<file path="src/rtl/iipif_pkg.sv">
// Package for the 32-channel isolated input port with edge interrupts.
// Assumes one 200 MHz clock and a 32-bit Avalon-MM register slave.
package iipif_pkg;

   localparam int NUM_CH = 32;
   localparam int ADDR_W = 5;

   // Register byte offsets, one aligned word each.
   localparam logic [4:0] REG_DATA = 5'h00;
   localparam logic [4:0] REG_IRQ_EN = 5'h04;
   localparam logic [4:0] REG_EDGE_SEL = 5'h08;
   localparam logic [4:0] REG_PENDING = 5'h0C;
   localparam logic [4:0] REG_FILTER = 5'h10;
   localparam logic [4:0] REG_RAW = 5'h14;

   // Filter control field layout.
   localparam int FILT_LEN_LSB = 0;
   localparam int FILT_LEN_W = 16;

   // Reset values.
   localparam logic [31:0] IRQ_EN_RST = 32'h0000_0000;
   localparam logic [31:0] EDGE_SEL_RST = 32'h0000_0000;
   localparam logic [15:0] FILT_LEN_RST = 16'h0000;
   localparam logic [31:0] UNMAPPED_READ = 32'h0000_0000;

   // Input response time in ns, and its budget in clock cycles.
   localparam int CLK_PERIOD_PS = 5000;
   localparam int RESP_TIME_NS = 200000;
   localparam int RESP_CYCLES = (RESP_TIME_NS * 1000) / CLK_PERIOD_PS;

   // Synchroniser depth on field inputs.
   localparam int SYNC_STAGES = 3;

   // Bus slave states, one-hot.
   typedef enum logic [1:0] {
      IIPIF_IDLE = 2'b01,
      IIPIF_ACK = 2'b10
   } iipif_bus_state_t;

endpackage : iipif_pkg

</file>
<file path="src/rtl/iipif_chan.sv">
// One input channel: synchroniser, chatter filter and edge detector.
// Assumes the field level arrives asynchronously to ref_clk.
`timescale 1ns/1ps
module iipif_chan #(
   parameter int FILT_W = 16
) (
   input wire logic ref_clk,
   input wire logic srst,
   input wire logic field_in,
   input wire logic [FILT_W-1:0] filt_len,
   output logic state_bit,
   output logic raw_bit,
   output logic rise_pulse,
   output logic fall_pulse
);

   initial begin
      if (FILT_W < 1 || FILT_W > 24) begin
         $error("iipif_chan: FILT_W out of range");
      end
   end

   logic sync1_reg;
   logic sync2_reg;
   logic sync3_reg;
   logic raw_reg;
   logic [FILT_W-1:0] cnt_reg;
   logic [FILT_W-1:0] cnt_next;
   logic state_reg;
   logic state_next;
   logic stable_done;
   logic differs;

   // raw_reg only takes a change from the third stage once the two later stages agree.
   always_ff @(posedge ref_clk) begin
      if (srst) begin
         sync1_reg <= 1'b0;
         sync2_reg <= 1'b0;
         sync3_reg <= 1'b0;
         raw_reg <= 1'b0;
      end else begin
         sync1_reg <= ~field_in; // see RULE_02
         sync2_reg <= sync1_reg;
         sync3_reg <= sync2_reg;
         if (sync2_reg == sync3_reg) begin
            raw_reg <= sync3_reg;
         end
      end
   end

   ////////////////////////////////////////////////////////////////////////
   // A zero filter length passes the level straight on; otherwise the new
   // level must hold for filt_len + 1 cycles, so chatter never reaches state.
   assign differs = (raw_reg != state_reg);
   assign stable_done = (cnt_reg >= filt_len);
   assign cnt_next = !differs ? '0 :
                     stable_done ? '0 : cnt_reg + 1'b1;
   assign state_next = (differs && stable_done) ? raw_reg : state_reg;

   always_ff @(posedge ref_clk) begin
      if (srst) begin
         cnt_reg <= '0;
         state_reg <= 1'b0;
      end else begin
         cnt_reg <= cnt_next; // see RULE_07
         state_reg <= state_next; // see RULE_08
      end
   end

   assign state_bit = state_reg; // see RULE_03
   assign raw_bit = raw_reg;
   assign rise_pulse = state_next & ~state_reg;
   assign fall_pulse = ~state_next & state_reg;

endmodule : iipif_chan

</file>
<file path="src/rtl/iipif_top.sv">
// Top of the 32-channel isolated input port with per-bit edge interrupts.
// Assumes field inputs are active-low opto outputs, asynchronous to
// ref_clk, and a host reaching registers over Avalon-MM with waitrequest.
//
// Behaviour
// RULE_01 - Thirty-two input bits readable by host, each an interrupt source.
// RULE_02 - Negative logic: high field level reads 0, low level reads 1.
// RULE_03 - Closed switch, current flowing, reads 1; open switch reads 0.
// RULE_04 - Per-bit interrupt enable; a disabled bit never raises the request.
// RULE_05 - Per-bit choice of rising or falling edge as interrupt trigger.
// RULE_06 - All channel interrupts merge into one legacy INTA request line.
// RULE_07 - Software-programmable noise and chatter filter on every input.
// RULE_08 - Input change shows in data bit within 200 us, plus filter delay.
// RULE_09 - Enabled edges latch per-bit flags; request holds until cleared. Clearing a pending bit's enable also drops the request here.
//
// Register access over Avalon-MM and the placing of the registers were chosen for this implementation.
`timescale 1ns/1ps
module iipif_top #(
   parameter int NUM_CH = iipif_pkg::NUM_CH,
   parameter int FILT_W = iipif_pkg::FILT_LEN_W
) (
   input wire logic ref_clk,
   input wire logic srst,
   input wire logic [NUM_CH-1:0] field_in_n,
   input wire logic [4:0] avs_address,
   input wire logic avs_read,
   input wire logic avs_write,
   input wire logic [31:0] avs_writedata,
   input wire logic [3:0] avs_byteenable,
   output logic [31:0] avs_readdata,
   output logic avs_waitrequest,
   output logic inta_req
);

   initial begin
      if (NUM_CH < 1 || NUM_CH > 32) begin
         $error("iipif_top: NUM_CH must be 1 to 32");
      end
      if (FILT_W != iipif_pkg::FILT_LEN_W) begin
         $error("iipif_top: FILT_W must match the filter field");
      end
      if (iipif_pkg::SYNC_STAGES + 2 > iipif_pkg::RESP_CYCLES) begin
         $error("iipif_top: response budget too small");
      end
   end

   ////////////////////////////////////////////////////////////////////////
   // Channels.

   logic [NUM_CH-1:0] state_vec;
   logic [NUM_CH-1:0] raw_vec;
   logic [NUM_CH-1:0] rise_vec;
   logic [NUM_CH-1:0] fall_vec;
   logic [FILT_W-1:0] filt_len_reg;

   genvar gi;
   generate
      for (gi = 0; gi < NUM_CH; gi++) begin : g_ch
         iipif_chan #(
            .FILT_W(FILT_W)
         ) u_chan (
            .ref_clk(ref_clk),
            .srst(srst),
            .field_in(field_in_n[gi]),
            .filt_len(filt_len_reg),
            .state_bit(state_vec[gi]), // see RULE_01
            .raw_bit(raw_vec[gi]),
            .rise_pulse(rise_vec[gi]),
            .fall_pulse(fall_vec[gi])
         );
      end
   endgenerate

   ////////////////////////////////////////////////////////////////////////
   // Bus slave. Every access answers one cycle after it is seen, which
   // keeps read data registered and the write strobe a single pulse.

   iipif_pkg::iipif_bus_state_t st_reg;
   iipif_pkg::iipif_bus_state_t st_next;
   logic req_seen;
   logic wr_fire;
   logic rd_fire;
   logic [31:0] be_mask;
   logic [31:0] rd_mux;
   logic [31:0] readdata_reg;

   assign req_seen = avs_read | avs_write;
   assign wr_fire = avs_write && (st_reg == iipif_pkg::IIPIF_ACK);
   assign rd_fire = avs_read && (st_reg == iipif_pkg::IIPIF_IDLE);
   assign avs_waitrequest = req_seen && (st_reg != iipif_pkg::IIPIF_ACK);
   assign be_mask = {{8{avs_byteenable[3]}}, {8{avs_byteenable[2]}},
                     {8{avs_byteenable[1]}}, {8{avs_byteenable[0]}}};

   always_comb begin
      case (st_reg)
         iipif_pkg::IIPIF_IDLE: begin
            st_next = req_seen ? iipif_pkg::IIPIF_ACK : iipif_pkg::IIPIF_IDLE;
         end
         iipif_pkg::IIPIF_ACK: begin
            st_next = iipif_pkg::IIPIF_IDLE;
         end
         default: begin
            st_next = iipif_pkg::IIPIF_IDLE;
         end
      endcase
   end

   always_ff @(posedge ref_clk) begin
      if (srst) begin
         st_reg <= iipif_pkg::IIPIF_IDLE;
      end else begin
         st_reg <= st_next;
      end
   end

   ////////////////////////////////////////////////////////////////////////
   // Control registers.

   logic [31:0] irq_en_reg;
   logic [31:0] edge_sel_reg;
   logic [31:0] pending_reg;
   logic [31:0] pending_next;
   logic [31:0] edge_hit;
   logic [31:0] clear_mask;
   logic [31:0] state_w;
   logic [31:0] raw_w;
   logic wr_en;
   logic wr_sel;
   logic wr_pend;
   logic wr_filt;

   assign state_w = 32'(state_vec);
   assign raw_w = 32'(raw_vec);
   assign wr_en = wr_fire && (avs_address == iipif_pkg::REG_IRQ_EN);
   assign wr_sel = wr_fire && (avs_address == iipif_pkg::REG_EDGE_SEL);
   assign wr_pend = wr_fire && (avs_address == iipif_pkg::REG_PENDING);
   assign wr_filt = wr_fire && (avs_address == iipif_pkg::REG_FILTER);

   always_ff @(posedge ref_clk) begin
      if (srst) begin
         irq_en_reg <= iipif_pkg::IRQ_EN_RST;
         edge_sel_reg <= iipif_pkg::EDGE_SEL_RST;
         filt_len_reg <= iipif_pkg::FILT_LEN_RST;
      end else begin
         if (wr_en) begin
            irq_en_reg <= (irq_en_reg & ~be_mask) | (avs_writedata & be_mask);
         end
         if (wr_sel) begin
            edge_sel_reg <= (edge_sel_reg & ~be_mask) |
                            (avs_writedata & be_mask);
         end
         if (wr_filt) begin
            filt_len_reg <= (filt_len_reg & be_mask[FILT_W-1:0]) ^
                            filt_len_reg ^
                            (avs_writedata[iipif_pkg::FILT_LEN_LSB +: FILT_W]
                             & be_mask[FILT_W-1:0]); // see RULE_07
         end
      end
   end

   ////////////////////////////////////////////////////////////////////////
   // Edge capture. A bit set to 1 in edge_sel picks the rising edge of the
   // data bit, 0 picks the falling edge. A new edge in the cycle of a
   // write-one-to-clear keeps its flag, so no event is ever lost.

   assign edge_hit = ((32'(rise_vec) & edge_sel_reg) |
                      (32'(fall_vec) & ~edge_sel_reg)) &
                     irq_en_reg; // see RULE_05 see RULE_04
   assign clear_mask = wr_pend ? (avs_writedata & be_mask) : 32'h0000_0000;
   assign pending_next = (pending_reg & ~clear_mask) | edge_hit; // see RULE_09

   always_ff @(posedge ref_clk) begin
      if (srst) begin
         pending_reg <= 32'h0000_0000;
         inta_req <= 1'b0;
      end else begin
         pending_reg <= pending_next;
         // Pending flags of disabled bits stay readable but do not raise
         // the line, so masking a bit drops the line one clock after the write.
         inta_req <= |(pending_next & irq_en_reg); // see RULE_06 see RULE_04
      end
   end

   ////////////////////////////////////////////////////////////////////////
   // Read path.

   assign rd_mux =
      (avs_address == iipif_pkg::REG_DATA) ? state_w :
      (avs_address == iipif_pkg::REG_IRQ_EN) ? irq_en_reg :
      (avs_address == iipif_pkg::REG_EDGE_SEL) ? edge_sel_reg :
      (avs_address == iipif_pkg::REG_PENDING) ? pending_reg :
      (avs_address == iipif_pkg::REG_FILTER) ? 32'(filt_len_reg) :
      (avs_address == iipif_pkg::REG_RAW) ? raw_w :
      iipif_pkg::UNMAPPED_READ;

   always_ff @(posedge ref_clk) begin
      if (srst) begin
         readdata_reg <= 32'h0000_0000;
      end else if (rd_fire) begin
         readdata_reg <= rd_mux; // see RULE_01 see RULE_03
      end
   end

   assign avs_readdata = readdata_reg;

endmodule : iipif_top

</file>
<file path="config.mk">
export PLATFORM = sky130hd
export DESIGN_NAME = iipif_top
export DESIGN_NICKNAME = d
export VERILOG_FILES = /design/src/rtl/iipif_pkg.sv /design/src/rtl/iipif_chan.sv /design/src/rtl/iipif_top.sv
export SDC_FILE = /design/constraint.sdc
export NUM_CORES = 2
export LEC_CHECK = 0
export ABC_AREA = 1
export BUFFER_PORTS_ARGS = -buffer_cell sky130_fd_sc_hd__buf_2
export CAP_MARGIN = 20
export CORE_MARGIN = 2
export CORE_UTILIZATION = 57
export CTS_CLUSTER_DIAMETER = 50
export DETAILED_ROUTE_END_ITERATION = 12
export PLACE_DENSITY = 0.77
export SLEW_MARGIN = 20
export SYNTH_ARGS = -nofsm -noshare
export SYNTH_HDL_FRONTEND = slang
export SYNTH_SLANG_ARGS = --single-unit
</file>
<file path="constraint.sdc">
create_clock -name ref_clk -period 2.67 [get_ports ref_clk]
set_input_delay 0.534 -clock ref_clk [delete_from_list [all_inputs] [get_ports ref_clk]]
set_output_delay 0.534 -clock ref_clk [all_outputs]
set_load 0.02 [all_outputs]
</file>
======== After elaboration in Yosys (flattened, before gate mapping) ========
Index checks and enable logic that the tools add are counted.
storage, ports and cells
  output and inout bits ................... 34
  flip-flop bits (word level) ............. 819
operators by class
  bitwise gates (word level) .............. 213
  reductions and logical operators ........ 74
  add/subtract/negate cells ............... 32
  mux-type cells .......................... 40
  order comparisons ....................... 32
  equality and inequality tests ........... 72
operators with widths
  cell                     count
  $add A16 B1 Y16 const B  32
  $ge A16 B16 Y1           32
  $and A32 B32 Y32         8
  $mux W32                 7
  $not A1 Y1               129
  $or A32 B32 Y32          4
  $not A32 Y32             3
  $reduce_or A3 Y1         32
  $and A1 B1 Y1            64
  $logic_and A1 B1 Y1      39
  $and A16 B16 Y16         2
  $eq A1 B1 Y1             32
  $mux W1                  32
  $ne A1 B1 Y1             32
  $reduce_or A32 Y1        1
  $xor A16 B16 Y16         2
  $eq A5 B4 Y1 const B     2
  $eq A5 B5 Y1 const B     2
  $eq A5 B3 Y1 const B     1
  $logic_not A5 Y1         1
  $eq A2 B1 Y1 const B     1
  $eq A2 B2 Y1 const B     1
  $mux W2                  1
  $ne A2 B2 Y1 const B     1
  2 further kinds          2

======== Depth between registers and ports, before layout ========
  depth after elaboration ................. 11
  mapped depth ............................ 19
  gate-level depth less buffers ........... 19

======== Hierarchy ========
From an unflattened synthesis, not the netlist that was laid out.
second synthesis, totals
  cells, all modules ...................... 6968
  area, all modules ....................... 51803.4 sq um
by module, submodules not included
  module                           seq. area each (sq um)  area each (sq um)  instances  cells an instance
  iipif_chan (g_ch[0].u_chan ...)  420.4                   1388.8             31         184
  iipif_top                        2942.8                  7433.4             1          1086
  iipif_chan (g_ch[9].u_chan)      420.4                   1316.3             1          178

======== Worst setup path after synthesis ========
OpenSTA, ideal clock, no wires.
  kind .................................... register to register
  start point ............................. reg with a tool-made name
  end point ............................... reg g_ch[23].u_chan.cnt_reg[9]
  period minus slack after synthesis ...... 2507 ps
  arrival ................................. 2427 ps
  setup time .............................. 80 ps
  required time ........................... 2590 ps
  stages on the path, launching flop included .. 12
  path buffers ............................ 1
  path slack .............................. 163 ps
  cells stage by stage .................... dfxtp_1 > inv_1 > ha_1 > a21o_1 > o21bai_1 > nand2_1 > nand2_1 > nand2_1 > nor4_2 > inv_1 > clkbuf_1 > nor3b_1
RTL lines
  element               line              source
  end signal, assigned  iipif_chan.sv:65  cnt_reg <= cnt_next;
  end, declared         iipif_chan.sv:27  logic [FILT_W-1:0] cnt_reg;

==> reports/qor.tcl <==
set qor(result_of_the_run) {finished clean}
set qor(start_util_pct) 57.4
set qor(synthesis.area_per_instance_um2) 7.54
set qor(chipWidth_um) 286
set qor(clock_tree.root_cell) {sky130_fd_sc_hd__clkbuf_16}
set qor(synth_nets) 6617
set qor(fp.dieArea_mm2) 0.0816
set qor(post_synth_inst_count) 5996
set qor(yosys_warnings) 0
set qor(timing.critical_path.from_type) {flop}
set qor(fmax_mhz) 407
set qor(design.portCount) 111
set qor(groute.usage.overall_pct) 29.3
set qor(core_area_mm2) 0.0787
set qor(drt_first_pass_iters) 6
set qor(global_route_wire_length_before_repair_um) 195000
set qor(number_of_flops_mapped_to_enable_cells_by_yosys) 0
set qor(final-seq-area_mm2) 0.0164
set qor(timing.final.setup_violations) 0
set qor(rsz0062_at_grt) {no}
set qor(antenna_cells) 0
set qor(share_of_cells_above_drive_strength_1_pct) 8.63
set qor(async_flop_share_pct) 0
set qor(yosysUniqueCellTypes) 54
set qor(nets) 6860
set qor(wirelength_um) 121000
set qor(clock_tree_from_tritoncts) {built}
set qor(sequentialPowerShare_pct) 44.4
set qor(multi_input_comb_area_mm2) 0.0256
set qor(drtAntennaViolNets) 0
set qor(floorplan.rows) 103
set qor(final_cell_mix) {sky130_fd_sc_hd__nand2_1, sky130_fd_sc_hd__dfxtp_1, sky130_fd_sc_hd__nor2_1}
set qor(total_leakage_power_nw) 22.2
set qor(netSwitchingFraction_pct) 22.2
set qor(mostFrequentLayoutCell) {sky130_fd_sc_hd__nand2_1}
set qor(synth_to_final_area_change_pct) 14.5
set qor(global_route.overflow_total) 0
set qor(final_period_minus_worst_setup_slack_ns) 2.46
set qor(wire_per_inst_um) 16.4
set qor(required_ns) 3.23
set qor(cts_buffers) 103
set qor(max-clock-path-buffers) 3
set qor(timing.hold.worst.class) {input port to flop}
set qor(timing.slew.headroom_pct) 50.3
set qor(largest_reg_flops) 512
set qor(finalClockSkew_ns) 0.0292
set qor(synth.cell_area_mm2) 0.0452
set qor(clock_insertion_delay_worst_skew_ns) 0.67
set qor(cp_max_fo) 19
set qor(grt_pass1_vias) 38700
set qor(drv_cap) 0
set qor(clock-sinks) 819
set qor(post_synthesis_sequential_area_ratio_pct) 36.2
set qor(grt_max_degree) 61
set qor(cellInternalPower_mw) 21.7
set qor(hpwlAfterDp_um) 85700
set qor(port-buffer-count) 110
set qor(ys_ff_latch) 819
set qor(cts-htree-levels) 3
set qor(layout_worst_path_cycle_share_pct) 92.1
set qor(route.vias.total) 40800
set qor(fp.dieH_um) 286
set qor(timing_max_transition_violations_final) 0
set qor(criticalPathCategory) {flop to flop}
set qor(clock_network_power_share_pct) 53.1
set qor(drt_drc_violations_left) 0
set qor(setup.worst_path.end_class) {flop}
set qor(avgViaCountPerCell) 5.54
set qor(detail_route.iter0.violations) 2693
set qor(pwr_per_cell_area_mw_per_mm2) 539
set qor(p_comb_share_pct) 2.5
set qor(yosys_most_used_dff) {sky130_fd_sc_hd__dfxtp_1}
set qor(gp_routability_congestion) 0.902
set qor(worst_pin_slew_ns) 0.745
set qor(peak_ir_drop_on_the_vdd_network_v) 0.000583
set qor(final.fill_count) 6581
set qor(number_of_antenna_violations_at_the_first_check_in_global_routing) 0
set qor(finalHoldViolCount) 0
set qor(critical_path_at_ns) 3.02
set qor(p_total_mw) 27.9
set qor(power.net_switching_mw) 6.21
set qor(clkSlewWorstSetupHoldPaths_ns) 0.06
set qor(fin_setup_tns_ns) 0
==> routing by layer <==
metal | track usage [%] | share of wire (%) | vias to the layer above
met4 | 12.7 | 4.3 | 0
li1 | - | - | 20500
met2 | 48.7 | 45 | 1307
met5 | 0 | 0 | -
met1 | 37.9 | 43 | 18700
met3 | 4.19 | 7.4 | 319
==> timing repair <==
| action | in CTS | in global routing |
|---|---|---|
| buffers inserted | 0 | 0 |
| endpoints found under the setup margin | 0 | 6 |
| endpoints found under the hold margin | 19 | 0 |
| hold buffers | 19 | 0 |
| gates resized for setup | 0 | 2 |
==> path summary, 6_finish.rpt <==
path                                           startpoint                   endpoint  slack [ns]  cells past startpoint
worst min-delay path                        field_in_n[1]   g_ch[1].u_chan.sync1_reg        0.02                      2
worst min register to register  g_ch[24].u_chan.sync1_reg  g_ch[24].u_chan.sync2_reg        0.40                      2
worst max-delay path                                 flop                   inta_req        0.21                     17
worst max register to register                       flop                   inta_req        0.21                     17
==> cell type report <==
class | instances | area share, %
Timing Repair Buffer | 241 | 3.85
Tap cell | 1050 | 2.54
Clock inverter | 53 | 1.49
Inverter | 766 | 5.56
Sequential cell | 819 | 31.7
Clock buffer | 131 | 5.52
Multi-Input combinational cell | 4308 | 49.4
==> critical path, cell delays in order (launching register included) <==
cell and delay [ns]:
sky130_fd_sc_hd__dfxtp_1 0.31, sky130_fd_sc_hd__inv_2 0.10, sky130_fd_sc_hd__buf_12 0.23, sky130_fd_sc_hd__ha_1 0.28, sky130_fd_sc_hd__nand2_1 0.06, sky130_fd_sc_hd__inv_1 0.03, sky130_fd_sc_hd__o21bai_1 0.12, sky130_fd_sc_hd__a21oi_1 0.08
sky130_fd_sc_hd__nor2_1 0.19, sky130_fd_sc_hd__nand2_1 0.12, sky130_fd_sc_hd__nand2_1 0.17, sky130_fd_sc_hd__nand2_1 0.08, sky130_fd_sc_hd__nand2_1 0.06, sky130_fd_sc_hd__nand2_1 0.13, sky130_fd_sc_hd__nor2_1 0.13, sky130_fd_sc_hd__nand2_1 0.05
sky130_fd_sc_hd__nor2_1 0.10, sky130_fd_sc_hd__a21oi_1 0.07
==> synthesized netlist by cell type (89+ instances only) <==
| cell | n | area, um2 |
|---|---|---|
| sky130_fd_sc_hd__nand2_1 | 1128 | 4230 |
| sky130_fd_sc_hd__dfxtp_1 | 819 | 16400 |
| sky130_fd_sc_hd__inv_1 | 754 | 2830 |
| sky130_fd_sc_hd__nor2_1 | 747 | 2800 |
| sky130_fd_sc_hd__a21oi_1 | 566 | 2830 |
| sky130_fd_sc_hd__ha_1 | 544 | 6810 |
| sky130_fd_sc_hd__o21ai_0 | 211 | 1060 |
| sky130_fd_sc_hd__nor3_1 | 173 | 866 |
| sky130_fd_sc_hd__nand3_1 | 122 | 611 |
| sky130_fd_sc_hd__nor3b_1 | 116 | 871 |
| sky130_fd_sc_hd__xor2_1 | 99 | 867 |
| sky130_fd_sc_hd__nand4_1 | 89 | 557 |
==> metrics by stage <==
step           std cells  setup slack, ns  utilization [%]  hold slack [ns]  area, um2
2_1_floorplan       5996            0.163                -            0.388      45200
3_3_place_gp        7165            0.259             60.9            0.390      48000
3_5_place_dp        7165            0.230             60.9            0.392      48000
4_1_cts             7368            0.206             65.7         0.000758      51800
5_1_grt             7368         0.000439             65.7          0.00655      51800
6_report            7368            0.210             65.7           0.0183      51800
==> power by group through the flow <==
stage               Sequential, mW  Clock [mW]  Combinational (mW)
global route                  12.4        15.5               0.736
global placement              12.7           0               0.642
detailed placement            12.7           0               0.650
floorplan                     12.7           0               0.287
finish                        12.4        14.8               0.688
CTS                           12.4        15.0               0.677
==> cell families after synthesis <==
logic type / after synthesis / synth area share [%]
AND/OR/NAND/NOR: 2554 / 25.2
XOR/XNOR: 144 / 2.79
buffers and inverters: 869 / 7.27
AO/OA/AOI/OAI: 1066 / 13.4
flip-flops: 819 / 36.2
adder cells (fa/ha/maj): 544 / 15.0
Power figures use the tool's default switching activity.
